===== src/core/core_regs_pkg.sv =====
// package: offsets, field positions, reset values and carrier types for the core register bank
package core_regs_pkg;

   // register word offsets (byte address = 4 * index)
   localparam logic [1:0] IDX_FLAGS   = 2'h0;
   localparam logic [1:0] IDX_OPTIONS = 2'h1;
   localparam logic [1:0] IDX_INTCTL  = 2'h2;

   // flags register fields
   localparam int FLD_CARRY    = 0;
   localparam int FLD_NIBBLE   = 1;
   localparam int FLD_ZERO     = 2;
   localparam int FLD_SLEEP    = 3;
   localparam int FLD_WDOG     = 4;
   localparam int FLD_DBANK_LO = 5;
   localparam int FLD_IBANK    = 7;

   // option register fields
   localparam int FLD_RATE_LO  = 0;
   localparam int FLD_OWNER    = 3;
   localparam int FLD_T0EDGE   = 4;
   localparam int FLD_T0SRC    = 5;
   localparam int FLD_EXTEDGE  = 6;
   localparam int FLD_PULLUP   = 7;

   // interrupt control fields
   localparam int FLD_PBFLAG   = 0;
   localparam int FLD_EXTFLAG  = 1;
   localparam int FLD_T0FLAG   = 2;
   localparam int FLD_PBEN     = 3;
   localparam int FLD_EXTEN    = 4;
   localparam int FLD_T0EN     = 5;
   localparam int FLD_PERIEN   = 6;
   localparam int FLD_GLOBEN   = 7;

   // values after reset
   localparam logic [7:0] RST_FLAGS   = 8'h18;
   localparam logic [7:0] RST_OPTIONS = 8'hff;
   localparam logic [7:0] RST_INTCTL  = 8'h00;

   // alu operation kinds reported by the core
   typedef enum logic [2:0] {
      ALU_NONE  = 3'b000,
      ALU_LOGIC = 3'b001,
      ALU_ADD   = 3'b010,
      ALU_SUB   = 3'b011,
      ALU_RLC   = 3'b100,
      ALU_RRC   = 3'b101
   } aluOp_t;

   typedef struct packed {
      aluOp_t     op;
      logic [7:0] a;
      logic [7:0] b;
   } aluReq_t;

   typedef struct packed {
      logic [7:0] result;
      logic       zero;
      logic       nibble;
      logic       carry;
   } aluRes_t;

   typedef struct packed {
      logic       timer0Source;
      logic       timer0Edge;
      logic       prescalerOwner;
      logic [8:0] timer0Divide;
      logic [7:0] watchdogDivide;
   } timerCfg_t;

   typedef struct packed {
      logic [1:0] rstSync;
      logic [7:0] flags;
      logic [7:0] options;
      logic [7:0] intctl;
      logic [7:0] previousPins;
      logic [2:0] extSync;
      logic [7:0] pinSync1;
      logic [7:0] pinSync2;
      logic       waitReq;
      logic [7:0] readData;
      logic       irq;
      logic [7:0] pullupEnable;
      aluRes_t    alu;
      timerCfg_t  timerCfg;
      logic [8:0] directBase;
      logic [8:0] indirectBase;
   } state_t;

endpackage : core_regs_pkg


===== src/core/core_status_option_interrupt_regs.sv =====
// core flags, option and interrupt control registers with an avalon-mm slave
//
// Local design decisions: the Avalon-MM interface to the registers and the register addresses.
`timescale 1ns/1ps

module core_status_option_interrupt_regs
   import core_regs_pkg::*;
(
   // clock and reset
   input  wire logic       clk,
   input  wire logic       reset_n,
   // avalon-mm slave
   input  wire logic [3:0] address,
   input  wire logic       read,
   input  wire logic       write,
   input  wire logic [31:0] writedata,
   output logic      [31:0] readdata,
   output logic            waitrequest,
   // instruction core
   input  wire aluReq_t    aluReq,
   input  wire logic       watchdogClear,
   input  wire logic       sleepExecute,
   input  wire logic       watchdogTimeout,
   input  wire logic       timer0Rollover,
   input  wire logic       peripheralRequest,
   output aluRes_t         aluResult,
   output logic      [8:0] directBankBase,
   output logic      [8:0] indirectBankBase,
   output timerCfg_t       timerConfig,
   output logic            interruptRequest,
   // port and pins
   input  wire logic       extIrqPin,
   input  wire logic [7:0] portbPins,
   input  wire logic [7:0] perPinChangeEnables,
   input  wire logic [7:0] pullupLatchEnables,
   input  wire logic       ultraLowPowerWakeup,
   output logic      [7:0] pullupEnable
);

   state_t st;
   state_t next_st;
   logic   rstSafe_n;

   // alu arithmetic: carry from a 9-bit add, nibble carry from a 5-bit add
   function automatic aluRes_t aluCompute(input aluReq_t r, input logic carryIn);
      logic [8:0] sum;
      logic [4:0] low;
      logic [7:0] addend;
      aluRes_t    res;
      sum    = 9'h000;
      low    = 5'h00;
      addend = (r.op == ALU_SUB) ? 8'((~r.b) + 8'h01) : r.b;
      res    = '0;
      case (r.op)
         ALU_ADD, ALU_SUB: begin
            sum        = {1'b0, r.a} + {1'b0, addend};
            low        = {1'b0, r.a[3:0]} + {1'b0, addend[3:0]};
            res.result = sum[7:0];
            res.carry  = sum[8] | ((r.op == ALU_SUB) && (r.b == 8'h00));
            res.nibble = low[4] | ((r.op == ALU_SUB) && (r.b[3:0] == 4'h0));
         end
         ALU_RLC: begin
            res.result = {r.a[6:0], carryIn};
            res.carry  = r.a[7];
         end
         ALU_RRC: begin
            res.result = {carryIn, r.a[7:1]};
            res.carry  = r.a[0];
         end
         default: begin
            res.result = r.a;
         end
      endcase
      res.zero = (res.result == 8'h00);
      return res;
   endfunction : aluCompute

   // timer0 prescaler ratio as 2**(rate+1), watchdog one step lower at 2**rate
   function automatic logic [7:0] pow2(input logic [2:0] e);
      return 8'(8'h01 << e);
   endfunction : pow2

   assign rstSafe_n = st.rstSync[1];

   always_comb begin
      logic    wr;
      logic    rd;
      logic [1:0] idx;
      logic    mapped;
      logic    extRise;
      logic    extFall;
      logic    extEdge;
      logic    pinChange;
      aluRes_t ar;
      logic [7:0] wd;
      wr        = 1'b0;
      rd        = 1'b0;
      idx       = 2'h0;
      mapped    = 1'b0;
      extRise   = 1'b0;
      extFall   = 1'b0;
      extEdge   = 1'b0;
      pinChange = 1'b0;
      ar        = '0;
      wd        = writedata[7:0];
      next_st   = st;
      next_st.rstSync = {st.rstSync[0], 1'b1};

      // one wait cycle per access, then answer
      idx    = address[3:2];
      mapped = (address[1:0] == 2'b00) && (idx != 2'h3);
      wr     = write && st.waitReq && rstSafe_n;
      rd     = read && st.waitReq && rstSafe_n;
      next_st.waitReq = !((read || write) && st.waitReq);

      // synchronised pins
      next_st.extSync  = {st.extSync[1:0], extIrqPin};
      next_st.pinSync1 = portbPins;
      next_st.pinSync2 = st.pinSync1;
      extRise = st.extSync[1] && !st.extSync[2];
      extFall = !st.extSync[1] && st.extSync[2];
      extEdge = st.options[FLD_EXTEDGE] ? extRise : extFall;
      pinChange = |((st.pinSync2 ^ st.previousPins) & perPinChangeEnables) | ultraLowPowerWakeup;
      next_st.previousPins = st.pinSync2;

      // software writes, before hardware events so the events win
      if (wr && mapped) begin
         case (idx)
            IDX_FLAGS: begin
               next_st.flags[FLD_IBANK]              = wd[FLD_IBANK];
               next_st.flags[FLD_DBANK_LO +: 2]      = wd[FLD_DBANK_LO +: 2];
               if (aluReq.op == ALU_NONE) begin
                  next_st.flags[FLD_ZERO]   = wd[FLD_ZERO];
                  next_st.flags[FLD_NIBBLE] = wd[FLD_NIBBLE];
                  next_st.flags[FLD_CARRY]  = wd[FLD_CARRY];
               end
               // watchdog and sleep bits are never taken from software
            end
            IDX_OPTIONS: next_st.options = wd;
            IDX_INTCTL:  next_st.intctl  = wd;
            default:     next_st.intctl  = st.intctl;
         endcase
      end

      // alu results override any write to the same bits
      if (aluReq.op != ALU_NONE) begin
         ar = aluCompute(aluReq, st.flags[FLD_CARRY]);
         next_st.flags[FLD_ZERO] = ar.zero;
         if (aluReq.op == ALU_ADD || aluReq.op == ALU_SUB) begin
            next_st.flags[FLD_NIBBLE] = ar.nibble;
         end
         if (aluReq.op != ALU_LOGIC) begin
            next_st.flags[FLD_CARRY] = ar.carry;
         end
      end
      next_st.alu = ar;

      // reset-status bits
      if (watchdogClear) begin
         next_st.flags[FLD_WDOG]  = 1'b1;
         next_st.flags[FLD_SLEEP] = 1'b1;
      end else if (sleepExecute) begin
         next_st.flags[FLD_WDOG]  = 1'b1;
         next_st.flags[FLD_SLEEP] = 1'b0;
      end
      if (watchdogTimeout) begin
         next_st.flags[FLD_WDOG] = 1'b0;
      end

      // sticky flags regardless of enables, set beats clear
      if (timer0Rollover) next_st.intctl[FLD_T0FLAG] = 1'b1;
      if (extEdge)        next_st.intctl[FLD_EXTFLAG] = 1'b1;
      if (pinChange)      next_st.intctl[FLD_PBFLAG] = 1'b1;

      // request to the core
      next_st.irq = (st.intctl[FLD_GLOBEN] &&
                     ((st.intctl[FLD_T0EN] && st.intctl[FLD_T0FLAG]) ||
                      (st.intctl[FLD_EXTEN] && st.intctl[FLD_EXTFLAG]) ||
                      (st.intctl[FLD_PBEN] && st.intctl[FLD_PBFLAG]))) ||
                    (st.intctl[FLD_GLOBEN] && st.intctl[FLD_PERIEN] && peripheralRequest);

      // configuration outputs
      next_st.pullupEnable = st.options[FLD_PULLUP] ? 8'h00 : pullupLatchEnables;
      next_st.timerCfg.timer0Source   = st.options[FLD_T0SRC];
      next_st.timerCfg.timer0Edge     = st.options[FLD_T0EDGE];
      next_st.timerCfg.prescalerOwner = st.options[FLD_OWNER];
      next_st.timerCfg.timer0Divide   = st.options[FLD_OWNER] ? 9'h001
                                         : {pow2(st.options[FLD_RATE_LO +: 3]), 1'b0};
      next_st.timerCfg.watchdogDivide = st.options[FLD_OWNER] ? pow2(st.options[FLD_RATE_LO +: 3])
                                         : 8'h01;
      next_st.directBase   = {st.flags[FLD_DBANK_LO +: 2], 7'h00};
      next_st.indirectBase = {st.flags[FLD_IBANK], 8'h00};

      // read data
      if (rd) begin
         case (idx)
            IDX_FLAGS:   next_st.readData = st.flags;
            IDX_OPTIONS: next_st.readData = st.options;
            IDX_INTCTL:  next_st.readData = st.intctl;
            default:     next_st.readData = 8'h00;
         endcase
         if (!mapped) next_st.readData = 8'h00;
      end
   end

   always_ff @(posedge clk or negedge reset_n) begin
      if (!reset_n) begin
         st              <= '0;
         st.flags        <= RST_FLAGS;
         st.options      <= RST_OPTIONS;
         st.intctl       <= RST_INTCTL;
         st.waitReq      <= 1'b1;
         st.pullupEnable <= 8'h00;
      end else begin
         st <= next_st;
         if (!rstSafe_n) begin
            st.flags        <= RST_FLAGS;
            st.options      <= RST_OPTIONS;
            st.intctl       <= RST_INTCTL;
            st.waitReq      <= 1'b1;
            st.previousPins <= st.previousPins;
         end
      end
   end

   assign readdata         = {24'h000000, st.readData};
   assign waitrequest      = st.waitReq;
   assign aluResult        = st.alu;
   assign directBankBase   = st.directBase;
   assign indirectBankBase = st.indirectBase;
   assign timerConfig      = st.timerCfg;
   assign interruptRequest = st.irq;
   assign pullupEnable     = st.pullupEnable;

endmodule : core_status_option_interrupt_regs


===== config.mk =====
export PLATFORM = sky130hd
export DESIGN_NAME = core_status_option_interrupt_regs
export DESIGN_NICKNAME = d
export VERILOG_FILES = /design/src/core/core_regs_pkg.sv /design/src/core/core_status_option_interrupt_regs.sv
export SDC_FILE = /design/constraint.sdc
export NUM_CORES = 1
export LEC_CHECK = 0
export ABC_AREA = 1
export BUFFER_PORTS_ARGS = -buffer_cell sky130_fd_sc_hd__buf_2
export CAP_MARGIN = 5
export CELL_PAD_IN_SITES_DETAIL_PLACEMENT = 2
export CELL_PAD_IN_SITES_GLOBAL_PLACEMENT = 2
export CORE_AREA = 2 2 141 143
export CTS_CLUSTER_SIZE = 12
export DETAILED_ROUTE_END_ITERATION = 12
export DIE_AREA = 0 0 143 145
export GPL_TIMING_DRIVEN = 0
export PLACE_DENSITY = 0.87
export SYNTH_ARGS = -nofsm -noshare
export SYNTH_HDL_FRONTEND = slang
export SYNTH_SLANG_ARGS = --single-unit

===== constraint.sdc =====
create_clock -name clk -period 1.8 [get_ports clk]
set_clock_uncertainty 0.15 [all_clocks]
set_input_delay 0.18 -clock clk [delete_from_list [all_inputs] [get_ports clk]]
set_output_delay 0.18 -clock clk [all_outputs]
set_load 0.02 [all_outputs]

==> reports/results.txt <==
Post-DR wirelength/cell - 17.0 um
TritonCTS Sinks - 104
IO buf count - 117
Initial antenna violation count - 0
Syn Std Cell Area - 5520 um^2
Design Power - 6180 uW
Pwr per Cell Area - 785 nW/um^2
Final period utilization - 133%
Failing checks - setup timing
NumNets Final - 975
Logic gate share of total power - 24.2%
Sw Ratio - 29.4%
Final WL - 19,500 um
Initial Util - 28.7%
Worst Path Max Fanout - 4
Tmin final - 2.39 ns
Largest net degree at the start of global routing - 64
DR DRC count - 0
Core outline area - 19,200 um^2
Top_reg_cell synth - dfrtp_1
CTS H-Tree Depth - 3
Post-synth EDFFs - 0
Hold WC Path Type - in2reg
Setup slack after placement - -1.27 ns
Relative slew slack - 43.4%
Final-report hold violation count - 0
Top cells by area, synth - dfrtp_1 (42%), buf_4 (12%), nand2_1 (7.4%)
Slew Viols, Final - 0
Row count - 51
Yosys warning total - 0
Outcome - finished, violations left
Die area - 20,700 um^2
Yosys cell types - 44
Area leader, netlist - dfrtp_1
ANT cells - 0
Max Freq - 0.419 GHz
Routed Antenna Nets - 0
Peak supply drop - 0.000340 V
Crit end category - register
Least-Margin Pin Slew - 0.848 ns
CP arrival - 2.52 ns
Vias - 5,082
Seq/Total Area, Yosys - 47.4%
1st-pass router iterations - 4
Power Internal - 4370 uW
Leak - 0.00415 uW
Most frequent cells after synthesis - nand2_1 (109), dfrtp_1 (93), buf_4 (90), inv_1 (76), nor2_1 (62)
Die H - 145 um
CP Launch Type - input pin
GRT Total Usage - 18.1%
Vias per inst - 4.45
Worst Path Required - 1.93 ns
Layout cell share with drive strength beyond 1 - 42.8%
Initial DRC count - 214
I/O pin cnt - 181
Layout area overhead - 42.8%
Worst setup margin - -0.589 ns
Most frequent cell after synthesis - nand2_1
Clock network power share - 34.7%
#FFs+latches synth - 104
Largest buffer count on any clock path - 2
Max Cap Violations - 0
Final setup viols - 16
CTS tree - built
Critical Setup Path Class - in2reg
Gr ovfl total - 0
Mapped Cells - 646
Root Driver - clkbuf_16
Worst-skew pair later-pin latency - 0.34 ns
Reg clk slew, reported paths - 0.07 ns
Hpwl dp - 13,000 um
Die X - 143 um
NetSw - 1810 uW
RD Place Congestion - 0.829
First-pass GRT wire length - 29,300 um
TritonCTS Buffers - 9
Unrepaired setup endpoints after global routing - yes
Vias in the first global route - 5,626
Synth top area share - 42.2%
Synth async-reset ratio - 100%
Avg Inst Size Synth - 8.54 um^2
Sequential Power Share - 41.1%
[critical path, cell delays in order]
cell	delay [ns]
buf_8	0.09
inv_8	0.03
nor3_4	0.25
buf_6	0.15
o21ai_1	0.07
xnor2_1	0.14
ha_1	0.40
nand2_1	0.14
inv_1	0.14
nand2_1	0.12
nand3_2	0.12
nand2_2	0.06
nand3_2	0.07
nand2_2	0.05
nand2_2	0.07
nand2_2	0.07
nor2_4	0.11
nand2_2	0.07
nand2_2	0.07
nand2_2	0.06
nand2_2	0.06
[sequential cells by signal, summed over array words and instances, names as in the netlist]
| register | flops |
|---|---|
| aluResult | 11 |
| directBankBase | 2 |
| indirectBankBase | 1 |
| interruptRequest | 1 |
| next_st | 25 |
| pullupEnable | 8 |
| readdata | 8 |
| rstSafe_n | 1 |
| st | 27 |
| timerConfig | 19 |
| waitrequest | 1 |
[kinds of logic (layout without fill, tap and decap cells)]
kind of cell | after synthesis | after routing | synth area share, %
AND/OR/NAND/NOR | 246 | 247 | 19.9
adder cells (fa/ha/maj) | 12 | 12 | 2.86
buffers and inverters | 182 | 375 | 18.9
XOR/XNOR | 7 | 7 | 1.11
flip-flops | 104 | 104 | 47.4
other | 2 | 40 | 0.136
AO/OA/AOI/OAI | 93 | 93 | 9.71
[cell type report]
class                   instances  area [um^2]
fillers                      2149        11300
flip-flops and latches        104         2620
multi-input cells             399         2370
repair buffers                177         1180
plain buffers                  98          723
well taps                     265          332
inverters                      84          329
clock buffers                  12          246
clock inverters                 4         76.3
[layout by cell type (no fill, tap or decap), types with 3 or more instances in the layout]
master | Yosys | final
or2_2 | 4 | 3
nand3_1 | 39 | 27
o21ai_0 | 39 | 30
clkbuf_1 | 5 | 6
a21oi_1 | 20 | 14
nand3_2 | 4 | 15
nand4_1 | 5 | 5
a31oi_1 | 5 | 5
a221oi_1 | 4 | 4
nand2_1 | 109 | 81
nand2_4 | 1 | 5
conb_1 | 2 | 40
dfrtp_1 | 93 | 93
buf_6 | 2 | 9
nor4_1 | 3 | 3
nand2_2 | 2 | 26
o21ai_1 | 9 | 16
ha_1 | 11 | 7
o22ai_1 | 7 | 7
nor2_2 | 5 | 9
a21oi_2 | 1 | 4
clkbuf_16 | 0 | 9
buf_2 | 1 | 113
a21oi_4 | 0 | 3
ha_4 | 0 | 4
buf_4 | 90 | 116
xor2_1 | 4 | 3
dlygate4sd3_1 | 0 | 29
nor2_1 | 62 | 54
inv_1 | 76 | 65
nor2_4 | 3 | 8
inv_2 | 6 | 15
or2_4 | 0 | 3
dfstp_2 | 11 | 11
[power by group through the flow]
stage                     Clock [uW]  Sequential [uW]  Combinational (uW)
final                           2140             2540                1500
after global routing            2290             2550                1630
after detailed placement           0             2580                1140
after CTS                       2190             2540                1310
after floorplan                    0             2560                 751
after global placement             0             2570                1090
[what timing repair did]
| action | 4_1_cts | 5_1_grt |
|---|---|---|
| hold buffers | 29 | 0 |
| resized for setup | 45 | 79 |
| setup endpoints to repair | 17 | 33 |
| endpoints found under the hold margin | 86 | 0 |
| buffers inserted | 18 | 12 |
| cloned | 0 | 1 |
| pin swaps | 32 | 47 |
[per-layer routing]
layer / wire length [um] / GRT usage, %
met4: 347 / 6.19
met1: 7480 / 20.2
met3: 553 / 2.51
met5: 0 / 0
met2: 11100 / 34.5
[worst paths after layout]
kind / from / to / slack (ns) / depth (start not counted)
worst max register to register: waitrequest / st[112] / -0.10 / 8
worst max-delay path: aluReq[17] / st[112] / -0.59 / 21
max in group asynchronous: reset_n / st[108] / 0.37 / 3
worst min-delay path: writedata[0] / st[102] / 0.02 / 3
worst min register to register: next_st[84] / next_st[85] / 0.20 / 0
min in group asynchronous: reset_n / timerConfig[7] / 0.34 / 2
[through the flow]
stage | TNS (ns) | hold WS (ns) | utilization, % | std cells | area (um^2)
after CTS | -3.30 | 0.000434 | 39.1 | 1130 | 7520
after global placement | -86.56 | 0.138 | 34.3 | 1066 | 6600
after detailed placement | -11.95 | 0.140 | 34.5 | 1067 | 6620
after floorplan | -3.58 | -0.266 | - | 684 | 5680
after global routing | -7.51 | 0.0191 | 41.0 | 1143 | 7880
final | -4.70 | 0.0174 | 41.0 | 1143 | 7880
No activity file was read; power rests on OpenSTA's default activity.
